[src/inc/periph_cfg_pkg.sv]
// Package for the peripheral enable and pin select register block.
// Assumes a single 32-bit configuration bus in the system clock domain.
package periph_cfg_pkg;
   localparam logic [31:0] CFG_REG_ADDR     = 32'h01B3F000; // Peripheral enable/select
   localparam logic [31:0] LOCK_REG_ADDR    = 32'h01B3F018; // Lock key / lock status
   localparam logic [31:0] UNLOCK_KEY       = 32'h10C0010C;
   localparam logic [31:0] CFG_WRITE_MASK   = 32'h0000006F; // Bits 6,5,3,2,1,0
   localparam logic [31:0] CFG_RESET_VALUE  = 32'h00000006;
   localparam int          BIT_AUDIO_SEL    = 0;
   localparam int          BIT_BSP0_EN      = 1;
   localparam int          BIT_ABSENT_EN    = 2;
   localparam int          BIT_TWI_EN       = 3;
   localparam int          BIT_VIDEO_ONE_EN = 5;
   localparam int          BIT_VIDEO_TWO_EN = 6;

   // Bus request as seen by the register block
   typedef struct packed {
      logic        rd;
      logic        wr;
      logic [31:0] addr;
      logic [31:0] wdata;
   } cfg_req_t;

   // Enables and pin ownership that leave the block
   typedef struct packed {
      logic video_port_two_enable;
      logic video_port_one_enable;
      logic two_wire_unit_enable;
      logic absent_serial_port_enable;
      logic buffered_serial_zero_enable;
      logic audio_port_pin_select;
      logic video_one_upper_own;
      logic video_one_lower_own;
   } periph_ctl_t;
endpackage

[src/core/peripheral_enable_pin_select.sv]
// Peripheral enable / power-down and shared pin select register with unlock key.
// Assumes the CPU drives the configuration bus synchronously to clk, one access per cycle.
// Reset is asynchronous; the lock comes back shut, so nothing changes before a key.
//
// Operation
// Bits 31:7 and 4 read zero and ignore writes.
// Bit 6 enables video port two; zero at reset powers it down.
// Bit 5 enables video port one; zero at reset powers it down.
// Bit 3 enables the two-wire unit; zero at reset powers it down.
// Bit 2, absent serial port enable, is read-write and resets to one.
// Software must clear the absent serial port enable bit.
// Bit 1 enables buffered serial port zero; one at reset.
// Bit 0 gives shared pins to audio port when one, video upper when zero.
// Video port one lower pins depend on its enable and absent port bit.
// The register decodes at its base address, one aligned word.
// Enable and pin outputs follow stored bits directly.
// Software writes the unlock key to the lock register first.
// Locked register discards writes; reads are unaffected.
// Any write to the register locks it again.
// Access is only through the configuration bus.
`timescale 1ns/1ps
module peripheral_enable_pin_select
   import periph_cfg_pkg::*;
(
   input  wire logic        clk,
   input  wire logic        rst,
   input  wire cfg_req_t    req,
   output logic [31:0]      rdata,
   output logic             rvalid,
   output periph_ctl_t      ctl
);

   logic [31:0] cfg_q;
   logic [31:0] cfg_d;
   logic        locked_q;
   logic        locked_d;
   logic [31:0] rdata_d;

   // Address decode, shared by read and write paths
   function automatic logic hit(input logic [31:0] a, input logic [31:0] base);
      return a[31:2] == base[31:2];
   endfunction

   wire cfg_sel   = hit(req.addr, CFG_REG_ADDR);
   wire lock_sel  = hit(req.addr, LOCK_REG_ADDR);
   wire cfg_wr    = req.wr && cfg_sel;
   wire cfg_take  = cfg_wr && !locked_q;
   wire key_ok    = req.wr && lock_sel && (req.wdata == UNLOCK_KEY);

   // Only writable bits land; reserved bits stay zero so reads return zero
   assign cfg_d = cfg_take ? (req.wdata & CFG_WRITE_MASK) : cfg_q;

   // A register write relocks even when it was discarded, so stray writes never leave it open
   assign locked_d = cfg_wr ? 1'b1 : (key_ok ? 1'b0 : locked_q);

   // Read mux; unmapped addresses return zero
   assign rdata_d = cfg_sel  ? cfg_q :
                    lock_sel ? {31'h0, locked_q} : 32'h0;

   // Register state; the serial ports come up on and every other unit powered down
   always_ff @(posedge clk or posedge rst) begin
      if (rst) begin
         cfg_q    <= CFG_RESET_VALUE;
         locked_q <= 1'b1;
      end else begin
         cfg_q    <= cfg_d;
         locked_q <= locked_d;
      end
   end

   // Read data registered, one cycle after the request
   always_ff @(posedge clk or posedge rst) begin
      if (rst) begin
         rdata  <= 32'h0;
         rvalid <= 1'b0;
      end else begin
         rdata  <= req.rd ? rdata_d : 32'h0;
         rvalid <= req.rd;
      end
   end

   // Outputs are wires off the stored bits: a new setting applies right after the write
   assign ctl.video_port_two_enable       = cfg_q[BIT_VIDEO_TWO_EN];
   assign ctl.video_port_one_enable       = cfg_q[BIT_VIDEO_ONE_EN];
   assign ctl.two_wire_unit_enable        = cfg_q[BIT_TWI_EN];
   assign ctl.absent_serial_port_enable   = cfg_q[BIT_ABSENT_EN];
   assign ctl.buffered_serial_zero_enable = cfg_q[BIT_BSP0_EN];
   assign ctl.audio_port_pin_select       = cfg_q[BIT_AUDIO_SEL];
   assign ctl.video_one_upper_own         = !cfg_q[BIT_AUDIO_SEL];
   // Lower pins ignore the audio select; the absent port takes them while its bit is set
   assign ctl.video_one_lower_own = cfg_q[BIT_VIDEO_ONE_EN] && !cfg_q[BIT_ABSENT_EN];

   // Checks on what software reads back
   property p_reserved_zero;
      @(posedge clk) disable iff (rst) rvalid |-> (rdata & ~CFG_WRITE_MASK) == 32'h0;
   endproperty
   a_reserved_zero: assert property (p_reserved_zero) else $error("reserved bit set");

   property p_read;
      @(posedge clk) disable iff (rst) (req.rd && cfg_sel) |=> rvalid && rdata == $past(cfg_q);
   endproperty
   a_read: assert property (p_read) else $error("read data wrong");

   property p_lock_read;
      @(posedge clk) disable iff (rst)
         (req.rd && lock_sel) |=> rvalid && rdata == {31'h0, $past(locked_q)};
   endproperty
   a_lock_read: assert property (p_lock_read) else $error("lock flag read wrong");

   property p_unmapped_read;
      @(posedge clk) disable iff (rst)
         (req.rd && !cfg_sel && !lock_sel) |=> rvalid && rdata == 32'h0;
   endproperty
   a_unmapped_read: assert property (p_unmapped_read) else $error("unmapped nonzero");

   // The read strobe is answered once; stale data would look like a second answer
   property p_rvalid_pulse;
      @(posedge clk) disable iff (rst) !req.rd |=> !rvalid && rdata == 32'h0;
   endproperty
   a_rvalid_pulse: assert property (p_rvalid_pulse) else $error("read strobe stuck");

   // Lock flow: a key opens the register for one write, then it shuts again
   property p_unlock;
      @(posedge clk) disable iff (rst)
         (req.wr && lock_sel && req.wdata == UNLOCK_KEY) |=> !locked_q;
   endproperty
   a_unlock: assert property (p_unlock) else $error("key did not unlock");

   property p_bad_key;
      @(posedge clk) disable iff (rst)
         (req.wr && lock_sel && req.wdata != UNLOCK_KEY) |=> $stable(locked_q);
   endproperty
   a_bad_key: assert property (p_bad_key) else $error("wrong key changed lock");

   property p_relock;
      @(posedge clk) disable iff (rst) (req.wr && cfg_sel) |=> locked_q;
   endproperty
   a_relock: assert property (p_relock) else $error("not relocked");

   property p_locked_hold;
      @(posedge clk) disable iff (rst) (req.wr && cfg_sel && locked_q) |=> $stable(cfg_q);
   endproperty
   a_locked_hold: assert property (p_locked_hold) else $error("locked write changed reg");

   property p_read_quiet;
      @(posedge clk) disable iff (rst)
         (req.rd && !req.wr) |=> $stable(locked_q) && $stable(cfg_q);
   endproperty
   a_read_quiet: assert property (p_read_quiet) else $error("read changed state");

   // Only an accepted write may move the stored word; a stray change would power units up
   property p_idle_hold;
      @(posedge clk) disable iff (rst)
         !(req.wr && cfg_sel && !locked_q) |=> $stable(cfg_q);
   endproperty
   a_idle_hold: assert property (p_idle_hold) else $error("stored word drifted");

   // An accepted write lands as masked data and reaches the outputs one edge later
   property p_unlocked_write;
      @(posedge clk) disable iff (rst)
         (req.wr && cfg_sel && !locked_q) |=> cfg_q == ($past(req.wdata) & CFG_WRITE_MASK);
   endproperty
   a_unlocked_write: assert property (p_unlocked_write) else $error("write not stored");

   property p_video_two;
      @(posedge clk) disable iff (rst) (req.wr && cfg_sel && !locked_q)
         |=> ctl.video_port_two_enable == $past(req.wdata[BIT_VIDEO_TWO_EN]);
   endproperty
   a_video_two: assert property (p_video_two) else $error("port two enable not applied");

   property p_video_one;
      @(posedge clk) disable iff (rst) (req.wr && cfg_sel && !locked_q)
         |=> ctl.video_port_one_enable == $past(req.wdata[BIT_VIDEO_ONE_EN]);
   endproperty
   a_video_one: assert property (p_video_one) else $error("port one enable not applied");

   property p_twi;
      @(posedge clk) disable iff (rst) (req.wr && cfg_sel && !locked_q)
         |=> ctl.two_wire_unit_enable == $past(req.wdata[BIT_TWI_EN]);
   endproperty
   a_twi: assert property (p_twi) else $error("two-wire enable not applied");

   property p_bsp;
      @(posedge clk) disable iff (rst) (req.wr && cfg_sel && !locked_q)
         |=> ctl.buffered_serial_zero_enable == $past(req.wdata[BIT_BSP0_EN])
         && ctl.absent_serial_port_enable == $past(req.wdata[BIT_ABSENT_EN]);
   endproperty
   a_bsp: assert property (p_bsp) else $error("serial enable not applied");

   property p_pins;
      @(posedge clk) disable iff (rst) (req.wr && cfg_sel && !locked_q)
         |=> ctl.video_one_upper_own == !$past(req.wdata[BIT_AUDIO_SEL])
         && ctl.video_one_lower_own
            == ($past(req.wdata[BIT_VIDEO_ONE_EN]) && !$past(req.wdata[BIT_ABSENT_EN]));
   endproperty
   a_pins: assert property (p_pins) else $error("pin ownership wrong");

   // Defaults at the first edge after release: serial ports on, video upper pins owned, everything else off
   property p_reset_off;
      @(posedge clk) $fell(rst) |-> locked_q && !ctl.video_port_two_enable
         && !ctl.video_port_one_enable && !ctl.two_wire_unit_enable;
   endproperty
   a_reset_off: assert property (p_reset_off) else $error("on at reset");

   property p_reset_on;
      @(posedge clk) $fell(rst) |-> ctl.absent_serial_port_enable
         && ctl.buffered_serial_zero_enable && !ctl.audio_port_pin_select
         && ctl.video_one_upper_own && !ctl.video_one_lower_own;
   endproperty
   a_reset_on: assert property (p_reset_on) else $error("bad reset pins");

   // Coverage of the main scenarios
   c_unlock_write: cover property (@(posedge clk) disable iff (rst)
      key_ok ##1 (req.wr && cfg_sel));
   c_locked_write: cover property (@(posedge clk) disable iff (rst) req.wr && cfg_sel && locked_q);
   c_audio_sel: cover property (@(posedge clk) disable iff (rst) ctl.audio_port_pin_select);
   c_lower_pins: cover property (@(posedge clk) disable iff (rst) ctl.video_one_lower_own);
   c_bad_key: cover property (@(posedge clk) disable iff (rst)
      req.wr && lock_sel && req.wdata != UNLOCK_KEY);
endmodule

[config.mk]
export PLATFORM = sky130hd
export DESIGN_NAME = peripheral_enable_pin_select
export DESIGN_NICKNAME = d
export VERILOG_FILES = /design/src/inc/periph_cfg_pkg.sv /design/src/core/peripheral_enable_pin_select.sv
export SDC_FILE = /design/constraint.sdc
export NUM_CORES = 1
export LEC_CHECK = 0
export ABC_CLOCK_PERIOD_IN_PS = 2600
export BUFFER_PORTS_ARGS = -buffer_cell sky130_fd_sc_hd__buf_2
export CORE_UTILIZATION = 36
export CTS_BUF_LIST = sky130_fd_sc_hd__clkbuf_4 sky130_fd_sc_hd__clkbuf_8 sky130_fd_sc_hd__clkbuf_16
export DETAILED_ROUTE_END_ITERATION = 7
export GPL_TIMING_DRIVEN = 0
export PLACE_DENSITY = 0.8
export SYNTH_ARGS = -nofsm -noshare
export SYNTH_HDL_FRONTEND = slang
export SYNTH_SLANG_ARGS = --single-unit
[constraint.sdc]
create_clock -name clk -period 2.6 [get_ports clk]
set_input_delay 0.26 -clock clk [delete_from_list [all_inputs] [get_ports clk]]
set_output_delay 0.26 -clock clk [all_outputs]
set_load 0.005 [all_outputs]
Word level (Yosys, flattened, before mapping)
Cells that the tools add are included.
W data, S select, Z words.
{ "op_classes": {"n_eq_ne": 3, "n_mux": 5, "reduce_logical": 9} }
{ "ops": {"columns": ["operator", "n"], "rows": [
  ["$eq A30 B23 Y1 const B", 2],
  ["$eq A32 B29 Y1 const B", 1],
  ["$mux W7", 2],
  ["$logic_and A1 B1 Y1", 5],
  ["$logic_not A1 Y1", 3],
  ["$mux W1", 3],
  ["$reduce_bool A2 Y1", 1]
]} }
{ "word_totals": {"ff_bits": 15, "in_bits": 68, "out_inout_bits": 41, "wordCells": 21} }

Longest topological paths before layout
Gate-level depths: netlist (run 1).
{ "depth": {"depth_word": 5, "ltp_mapped": 5, "ltp_nobuf": 4} }

Worst setup path before layout (run 1)
OpenSTA, ideal clock, no wires.
{ "synth_path": {"kind": "in2reg", "startpoint": "input port req[41] (netlist name)", "endpoint": "register cfg_q[0]", "setup_ns": 0.125, "arrival_time_ns": 1.628, "required_time_ns": 2.475, "path_slack_ns": 0.847, "path_stages": 5, "path_buffers": 1, "path_cell_list": "nor4_2 -> nand4_2 -> or4_4 -> buf_6 -> mux2_4"} }
{ "synth_between": {"elab_chain_cells": 3} }
{ "synth_lines": {"columns": ["element", "line", "source"], "rows": [
  ["from (decl)", "peripheral_enable_pin_select.sv:27", "input wire cfg_req_t req,"],
  ["$eq A30 B23 Y1", "peripheral_enable_pin_select.sv:41", "return a[31:2] == base[31:2];"],
  ["$logic_and A1 B1 Y1", "peripheral_enable_pin_select.sv:46", "wire cfg_wr = req.wr && cfg_sel;"],
  ["$logic_and A1 B1 Y1", "peripheral_enable_pin_select.sv:47", "wire cfg_take = cfg_wr && !locked_q;"],
  ["to (signal assigned)", "peripheral_enable_pin_select.sv:66", "cfg_q <= cfg_d;"],
  ["to (decl)", "peripheral_enable_pin_select.sv:33", "logic [31:0] cfg_q;"]
]} }
Every way passes these cells.
A chain may end at the register's enable or synchronous reset.

Worst setup path in the final report (run 1)
{ "layout_path": {"startpoint": "register locked_q", "endpoint": "register cfg_q[3]"} }
{ "layout_between": {"elab_chain_cells": 2} }
{ "layout_lines": {"columns": ["element", "line", "source"], "rows": [
  ["from (decl)", "peripheral_enable_pin_select.sv:35", "logic locked_q;"],
  ["from (signal assigned)", "peripheral_enable_pin_select.sv:67", "locked_q <= locked_d;"],
  ["$logic_not A1 Y1", "peripheral_enable_pin_select.sv:47", null],
  ["$logic_and A1 B1 Y1", "peripheral_enable_pin_select.sv:47", null]
]} }
Every way passes these cells.

==> results.cfg, run 1 <==
[run_status]
run_status = completed

[final_layout]
ratio_of_cells_with_drive_above_1_in_the_final_layout = 0.626
nFillCells = 227
antennaDiodeCount = 0
finalCoreUtilization = 0.617
layout.cells.most_common = sky130_fd_sc_hd__buf_2
final_net_count = 272
final_cell_mix = sky130_fd_sc_hd__buf_2 (80), sky130_fd_sc_hd__buf_4 (26), sky130_fd_sc_hd__conb_1 (26)
area_delta_synth_final_pct = 59.1

[detailed_routing]
vias_per_cell = 4.22
first_pass_iters = 4
drt-initial-drc-count = 9
wl_per_cell_um = 10.8
vias = 984
routed_wirelength_mm = 2.51
route.antenna.remaining_nets = 0
drc = 0

[clocking]
htree_num_levels = 1
clock_path_buffers = 2
cts_tree = done
cts-resized-gates = 0
clock_latency_ns = 0.29
numCtsBuffers = 3
clkSlewWorstSetupHoldPaths_ns = 0.08
cts.root.buffer_cell = sky130_fd_sc_hd__clkbuf_4
tritoncts_num_sinks = 14

[min_path]
hold-path-endpoint = rvalid$_DFF_PP0_
holdCritStartpoint = req[65]
hold_depth = 1
min_path_type = in -> reg

[worst_setup_path]
critical_path.startpoint_type = flop
crit_type = reg -> reg
cp.required_ns = 2.78
timing.critical_path.arrival_ns = 1.93
reg2reg_setup_slack_ns = 0.85
timing.critical_path.to_type = flop
crit-reg2reg-launch = locked_q$_DFFE_PP1P_
critPathMaxFanout = 6
r2r_cells = 4
crit-reg2reg-capture = cfg_q[3]$_DFFE_PP0P_

[timing]
finalCriticalPeriod_ns = 1.75
finalWorstSetupSlack_ns = 0.852
slew_headroom = 0.547
report.final.slew_viol_count = 0
finalSetupViolations = 0
min_period_over_period = 0.672
fmax_mhz = 572
endpoints_failing_hold = 0
finClkSkew_ns = 0.00365
timing_worst_slew_pin_value_ns = 0.673
setup_tns_ns = 0
grt_setup_unrepaired = false

[power]
comb_power_share = 0.226
netSwitchingFraction = 0.233
fin_total_pwr_uw = 485
power_switching_uw = 113
design_internal_power_uw = 372
leakagePower_nw = 0.917
seq_power_share = 0.451
ir_drop_mv = 0.300
power.density_nw_per_um2 = 312
p_clk_frac = 0.324

[die]
io-pin-count = 109
start_util = 0.388
num_rows = 18
dieWidth_um = 54.1
design.die.area_sq_um = 2930
vertical_extent_of_the_die_um = 54.1
core_area_sq_um = 2520

[placement]
placement.setup.worst_slack_ns = 0.662
globalplace.congestion = 0.712
detailedPlacementHpwl_mm = 2.27
numPortBuffers = 80

[global_routing]
grt.overflow.total = 0
grt_pass1_wl_mm = 3.55
grt_pass1_vias = 879
grt.total_usage = 0.170
maximum_number_of_pins_on_one_net_before_global_route_repair = 15
antenna_found_initial = 0

[run]
cap_viol_max_count = 0

[logic_synthesis]
synth-adder-area-share = 0
synth.ff_latch_count = 14
post_synthesis_simple_gate_area_fraction = 0.303
yosys-mux-area-fraction = 0.0921
synth_compound_area_frac = 0.0166
sequential_fraction_of_the_synthesis_area = 0.362
synthXorXnorAreaFrac = 0
combinational_family_with_the_most_area_after_synthesis = simple AND/OR/NAND/NOR gates
syn_area_per_cell_sq_um = 10.5
post_synth_instance_area_sq_um = 978
warnings_from_yosys = 0
post_synth_inst_count = 93
synth_cell_type_count = 28
## Yosys cell counts
cell type	count	area, sq um
sky130_fd_sc_hd__mux2_4	6	90.1
sky130_fd_sc_hd__conb_1	1	3.75
sky130_fd_sc_hd__inv_1	3	11.3
sky130_fd_sc_hd__nor3_1	1	5.00
sky130_fd_sc_hd__a2bb2oi_1	1	8.76
sky130_fd_sc_hd__nand3_1	4	20.0
sky130_fd_sc_hd__and4bb_2	1	12.5
sky130_fd_sc_hd__and2_1	5	31.3
sky130_fd_sc_hd__nor2_1	2	7.51
sky130_fd_sc_hd__nor4_1	7	43.8
sky130_fd_sc_hd__dfrtp_1	11	275
sky130_fd_sc_hd__nor4bb_1	1	10.0
sky130_fd_sc_hd__and4b_1	1	10.0
sky130_fd_sc_hd__nand4_1	2	12.5
sky130_fd_sc_hd__or3_1	1	6.26
sky130_fd_sc_hd__or2_2	1	6.26
sky130_fd_sc_hd__dfstp_2	3	78.8
sky130_fd_sc_hd__and2_0	1	6.26
sky130_fd_sc_hd__nor4_2	2	25.0
sky130_fd_sc_hd__nor2b_1	1	6.26
sky130_fd_sc_hd__nor4b_1	4	35.0
sky130_fd_sc_hd__or4_4	1	11.3
sky130_fd_sc_hd__o21a_1	1	7.51
sky130_fd_sc_hd__nand2_1	3	11.3
sky130_fd_sc_hd__nand4_2	1	12.5
sky130_fd_sc_hd__buf_6	1	11.3
sky130_fd_sc_hd__nor4b_4	1	23.8
sky130_fd_sc_hd__buf_4	26	195
## critical path, cell delays in order (launching register included)
cell and delay [ns]:
sky130_fd_sc_hd__dfstp_2 0.38, sky130_fd_sc_hd__or3_1 0.30, sky130_fd_sc_hd__or4_4 0.51, sky130_fd_sc_hd__buf_6 0.16
sky130_fd_sc_hd__mux2_4 0.29
## final cells by class
type	instances	area [sq um]	area share
tap	30	37.5	0.0241
inverter	3	11.3	0.00723
timing repair buffer	81	410	0.264
buffer	27	206	0.133
multi-input combinational	74	500	0.322
clock buffer	4	36.3	0.0233
sequential	14	354	0.227
## state kept, by name, indices dropped and copies added (netlist names)
signal / flops
cfg_q: 6
rdata: 6
locked_q: 1
rvalid: 1
## power by group through the flow
stage | registers [mW] | clock network [mW] | logic (mW)
6_report | 0.219 | 0.157 | 0.109
5_1_grt | 0.219 | 0.165 | 0.122
4_1_cts | 0.219 | 0.159 | 0.108
3_5_place_dp | 0.223 | 0 | 0.107
3_3_place_gp | 0.223 | 0 | 0.104
2_1_floorplan | 0.223 | 0 | 0.0517
## per-stage QoR
stage	instances	hold slack (ns)	area (sq um)
detailed placement	228	0.309	1510
finish	233	0.0912	1560
floorplan	118	0.147	1070
global route	233	0.0895	1560
global placement	228	0.303	1510
CTS	233	0.0850	1560
## how the worst max path moves through the flow
stage                                end  slack (ns)  cells past startpoint                  from
global placement    cfg_q[3]$_DFFE_PP0P_        0.67                      6               req[41]
global route        cfg_q[5]$_DFFE_PP0P_        0.81                      4  locked_q$_DFFE_PP1P_
floorplan           cfg_q[0]$_DFFE_PP0P_        0.85                      5               req[41]
finish              cfg_q[3]$_DFFE_PP0P_        0.85                      4  locked_q$_DFFE_PP1P_
detailed placement  cfg_q[3]$_DFFE_PP0P_        0.66                      6               req[34]
CTS                 cfg_q[3]$_DFFE_PP0P_        0.84                      4  locked_q$_DFFE_PP1P_
## logic make-up (layout without fill, tap and decap cells)
| kind of cell | Yosys count | after routing |
|---|---|---|
| other | 1 | 26 |
| AOI/OAI and AO/OA | 2 | 2 |
| and+or+nand+nor | 40 | 40 |
| DFF | 14 | 14 |
| buffers and inverters | 30 | 115 |
| muxes | 6 | 6 |
## routing by layer
metal	up-vias	wire length, um	global-route usage
met2	64	1290	0.315
met4	0	40	0.0897
li1	502	-	-
met3	5	274	0.0311
met5	-	0	0
met1	413	907	0.178
## what timing repair did
| item | CTS | global route |
|---|---|---|
| setup buffers | 0 | 0 |
| hold buffers | 1 | 0 |
| endpoints found under the hold margin | 5 | 0 |
Note: power is estimated with default switching activity, not from simulation.
==> run 2: changes to the inputs <==
- ABC_CLOCK_PERIOD_IN_PS: 2600 -> 1700
- CORE_UTILIZATION: 36 -> 34
- PLACE_DENSITY: 0.8 -> 0.76
- clock period: 2.6 -> 1.7 ns (I/O delays scaled with it)
==> run 2 against run 1 <==
  * Worst hold slack worse by 0.071 ns
  * The run now ends with negative setup slack left
  * Largest power group unchanged
  * Highest routed layer unchanged
  * Routed wire length shrank 13%
  * Sequential share of layout area rose by 0.24 points
==> results.cfg, run 2 (synthesis results as in run 1) <==
[min_path]
min_path_type = in -> reg

[power]
leakagePower_nw = 0.908
ir_drop_mv = 0.353
power.density_nw_per_um2 = 458
fin_total_pwr_uw = 705

[final_layout]
finalCoreUtilization = 0.563
nFillCells = 238
area_delta_synth_final_pct = 57.4
final_cell_mix = sky130_fd_sc_hd__buf_2 (80), sky130_fd_sc_hd__buf_4 (26), sky130_fd_sc_hd__conb_1 (26)
largest_registers = cfg_q: 6 flops, rdata: 6 flops
ratio_of_cells_with_drive_above_1_in_the_final_layout = 0.624
sequential_cell_area_sq_um = 354
multi_input_gate_area_sq_um = 500
antennaDiodeCount = 0
layout.cells.most_common = sky130_fd_sc_hd__buf_2
final_cell_count_no_fill = 233
final_net_count = 271

[worst_setup_path]
critPathMaxFanout = 6
cp.required_ns = 1.86
reg2reg_setup_slack_ns = -0.01
crit-reg2reg-launch = locked_q$_DFFE_PP1P_
crit-reg2reg-capture = cfg_q[0]$_DFFE_PP0P_
critical_path.startpoint_type = flop
timing.critical_path.arrival_ns = 1.88
critPathLaunch = locked_q$_DFFE_PP1P_
cp-endpoint = cfg_q[0]$_DFFE_PP0P_
r2r_cells = 3
crit_type = reg -> reg
timing.critical_path.to_type = flop

[timing]
min_period_over_period = 1.01
fmax_mhz = 583
timing_worst_slew_pin_value_ns = 0.731
endpoints_failing_hold = 0
finalWorstSetupSlack_ns = -0.0147
slew_headroom = 0.508
report.final.slew_viol_count = 0
finalCriticalPeriod_ns = 1.71
finClkSkew_ns = 0.00481
finalSetupViolations = 4
setup_tns_ns = -0.0404
grt_setup_unrepaired = true

[clocking]
numCtsBuffers = 3
cts.root.buffer_cell = sky130_fd_sc_hd__clkbuf_4
clkSlewWorstSetupHoldPaths_ns = 0.07
cts_tree = done
clock_latency_ns = 0.28
clock_path_buffers = 2
cts_setup_buffers = 0
tritoncts_num_sinks = 14
htree_num_levels = 1

[placement]
placed_cells = 229
placement.setup.worst_slack_ns = -0.153
numPortBuffers = 80
globalplace.congestion = 0.711
detailedPlacementHpwl_mm = 1.96

[detailed_routing]
m1WireLength_um = 931
first_pass_iters = 4
wl_per_cell_um = 9.40
met2WireLength_um = 986
dr.max_layer_used = met4
drt-initial-drc-count = 18
route.antenna.remaining_nets = 0
vias = 969
vias_per_cell = 4.16
routed_wirelength_mm = 2.19
drc = 0
met3_wirelength_um = 251

[run_status]
run_status = finished, violations left
violated_checks = negative setup slack

[die]
start_util = 0.358
design.die.area_sq_um = 3100
num_rows = 19
dieWidth_um = 55.6
io-pin-count = 109
vertical_extent_of_the_die_um = 55.6
core_area_sq_um = 2730

[global_routing]
grt.overflow.total = 0
grt.total_usage = 0.137
antenna_found_initial = 0
maximum_number_of_pins_on_one_net_before_global_route_repair = 15
grt_pass1_wl_mm = 3.42
grt_pass1_vias = 849

[run]
cap_viol_max_count = 0
## run 2: changes by cell type in the layout (fill, tap and decap cells not counted), sizes merged
cell,previous run,this run
buf,107,106
## run 2: worst max-delay path, cell delays in order (launching register included)
cell and delay, ns:
sky130_fd_sc_hd__dfstp_2 0.38, sky130_fd_sc_hd__or3_1 0.30, sky130_fd_sc_hd__or4_4 0.60, sky130_fd_sc_hd__mux2_4 0.32
## run 2: per-layer routing
metal | vias up | global-route usage
li1 | 498 | -
met1 | 404 | 0.182
met2 | 65 | 0.225
met3 | 2 | 0.0186
met4 | 0 | 0.0536
met5 | - | 0
## run 2: timing repair
| action | CTS | global route |
|---|---|---|
| gates resized for setup | 0 | 0 |
| cloned | 0 | 0 |
| pin swaps | 0 | 0 |
| hold buffers | 1 | 0 |
| endpoints found under the setup margin | 6 | 6 |
| endpoints found under the hold margin | 11 | 0 |
## run 2: cell type report
| cell class | instances | area share |
|---|---|---|
| well taps | 31 | 0.0252 |
| plain buffers | 26 | 0.127 |
| multi-input cells | 74 | 0.325 |
| repair buffers | 81 | 0.266 |
| flip-flops and latches | 14 | 0.230 |
| clock buffers | 4 | 0.0195 |
| inverters | 3 | 0.00731 |
## run 2: report_power, final
part	total [mW]	internal [mW]	leakage [nW]	switching [mW]
registers	0.335	0.334	0.182	0.000364
clock network	0.205	0.107	0.0184	0.0977
logic	0.165	0.104	0.707	0.0615
## run 2: stage by stage
step                hold WS (ns)  instance area [sq um]
floorplan                 0.0571                   1070
global placement           0.210                   1510
detailed placement         0.226                   1510
CTS                      0.00992                   1540
global route              0.0179                   1540
finish                    0.0201                   1540
## run 2: how the worst min path moves through the flow
stage | start | cells past startpoint | to
after floorplan | rst | 1 | cfg_q[0]$_DFFE_PP0P_
after global placement | rst | 2 | rdata[1]$_DFF_PP0_
after detailed placement | rst | 2 | rdata[1]$_DFF_PP0_
after CTS | req[65] | 1 | rvalid$_DFF_PP0_
after global routing | req[65] | 1 | rvalid$_DFF_PP0_
final | req[65] | 1 | rvalid$_DFF_PP0_
==> run 3: changes to the inputs <==
- REMOVE_ABC_BUFFERS: not set -> 1
==> run 3 against run 2 <==
  * The run still ends with negative setup slack left
  * Worst setup slack got worse by 0.021 ns
  * Global-route usage rose by 0.23 points
  * Final cell count fell by 11%
  * Combinational power fell by 27%
  * Sequential share of layout area rose by 3.3 points
  * Largest power group unchanged
  * Non-clock buffer count fell by 26
  * Register-to-register slack got worse by 0.02 ns
==> results.cfg, run 3 (synthesis results as in run 1) <==
[global_routing]
grt.overflow.total = 0
grt.total_usage = 0.139
maximum_number_of_pins_on_one_net_before_global_route_repair = 15
grt_pass1_vias = 785
antenna_found_initial = 0
grt_pass1_wl_mm = 3.39

[worst_setup_path]
crit_type = reg -> reg
critPathMaxFanout = 6
timing.critical_path.to_type = flop
timing.critical_path.arrival_ns = 1.89
critical_path.startpoint_type = flop
cp.required_ns = 1.86

[detailed_routing]
vias = 920
vias_per_cell = 4.44
drc = 0
routed_wirelength_mm = 2.14
first_pass_iters = 4
route.antenna.remaining_nets = 0
wl_per_cell_um = 10.3
drt-initial-drc-count = 20

[power]
comb_power_share = 0.184
seq_power_share = 0.509
fin_total_pwr_uw = 657
p_clk_frac = 0.307
netSwitchingFraction = 0.228
power_switching_uw = 150
ir_drop_mv = 0.388
power.density_nw_per_um2 = 489
leakagePower_nw = 0.766
design_internal_power_uw = 508

[run]
cap_viol_max_count = 0

[final_layout]
sequential_cell_area_sq_um = 354
ratio_of_cells_with_drive_above_1_in_the_final_layout = 0.568
layout.cells.most_common = sky130_fd_sc_hd__buf_2
multi_input_gate_area_sq_um = 500
largest_registers = cfg_q: 6 flops, rdata: 6 flops
final_net_count = 245
nFillCells = 245
final_cell_mix = sky130_fd_sc_hd__buf_2 (80), sky130_fd_sc_hd__conb_1 (26), sky130_fd_sc_hd__dfrtp_1 (11)
antennaDiodeCount = 0
final_instance_area_sq_um = 1350
area_delta_synth_final_pct = 37.5

[placement]
numPortBuffers = 80
detailedPlacementHpwl_mm = 1.83
placement.setup.worst_slack_ns = -0.123
globalplace.congestion = 0.716
placedInstanceArea_sq_um = 1310

[run_status]
violated_checks = negative setup slack
run_status = finished, violations left

[timing]
finalCriticalPeriod_ns = 1.74
finalSetupViolations = 4
fmax_mhz = 576
report.final.slew_viol_count = 0
timing_worst_slew_pin_value_ns = 0.693
grt_setup_unrepaired = true
finalWorstSetupSlack_ns = -0.0359
worst_hold_slack_ns = 0.0237
slew_headroom = 0.534
finClkSkew_ns = 0.000980
endpoints_failing_hold = 0
min_period_over_period = 1.02

[die]
io-pin-count = 109
vertical_extent_of_the_die_um = 55.6
dieWidth_um = 55.6
core_area_sq_um = 2730
start_util = 0.358
num_rows = 19
design.die.area_sq_um = 3100

[min_path]
min_path_type = in -> reg

[clocking]
clock_latency_ns = 0.27
numCtsBuffers = 3
htree_num_levels = 1
cts_tree = done
tritoncts_num_sinks = 14
cts_setup_buffers = 0
clkSlewWorstSetupHoldPaths_ns = 0.08
clock_path_buffers = 2
cts.root.buffer_cell = sky130_fd_sc_hd__clkbuf_4
run 3: routing by layer:
metal  wire, um  GRT usage  vias up  part of all wire
met3        236     0.0256        2              0.11
met4         15     0.0714        0            0.0070
met1        846      0.161      402              0.40
met2       1040      0.244       67              0.49
li1           -          -      449                 -
met5          0          0        -                 0
run 3: area by class of cell:
class / count / share of cell area
clock buffers: 4 / 0.0223
inverters: 3 / 0.00837
multi-input cells: 74 / 0.372
flip-flops and latches: 14 / 0.263
well taps: 31 / 0.0288
repair buffers: 81 / 0.305
run 3: final timing paths:
| kind | from | to | slack, ns | depth (start not counted) |
|---|---|---|---|---|
| setup / recovery | locked_q$_DFFE_PP1P_ | cfg_q[0]$_DFFE_PP0P_ | -0.04 | 3 |
| hold / removal | req[65] | rvalid$_DFF_PP0_ | 0.02 | 1 |
| setup reg to reg | locked_q$_DFFE_PP1P_ | cfg_q[0]$_DFFE_PP0P_ | -0.04 | 3 |
| hold reg to reg | locked_q$_DFFE_PP1P_ | locked_q$_DFFE_PP1P_ | 0.52 | 1 |
| max in group asynchronous | rst | locked_q$_DFFE_PP1P_ | 0.88 | 3 |
| min in group asynchronous | rst | rdata[2]$_DFF_PP0_ | 0.47 | 3 |
run 3: what timing repair did:
| action | CTS | global route |
|---|---|---|
| gates resized for setup | 0 | 0 |
| setup endpoints to repair | 5 | 6 |
| hold endpoints to repair | 11 | 0 |
| hold buffers | 1 | 0 |
run 3: power by group through the flow:
stage          Combinational [mW]  Sequential, mW  Clock [mW]
3_5_place_dp                0.119           0.341           0
5_1_grt                     0.136           0.335       0.223
4_1_cts                     0.121           0.335       0.211
3_3_place_gp                0.116           0.341           0
6_report                    0.121           0.335       0.202
2_1_floorplan              0.0356           0.341           0
run 3: through the flow:
stage | std cells | setup TNS [ns] | util
final | 207 | -0.127 | 0.492
after global routing | 207 | -0.235 | 0.492
after CTS | 207 | -0.146 | 0.492
after detailed placement | 202 | -1.04 | 0.477
after global placement | 202 | -0.663 | 0.477
after floorplan | 91 | 0 | -
run 3: worst max-delay path: stages, from the launching register on:
cell and delay, ns:
sky130_fd_sc_hd__dfstp_2 0.38, sky130_fd_sc_hd__or3_1 0.30, sky130_fd_sc_hd__or4_4 0.61, sky130_fd_sc_hd__mux2_4 0.33
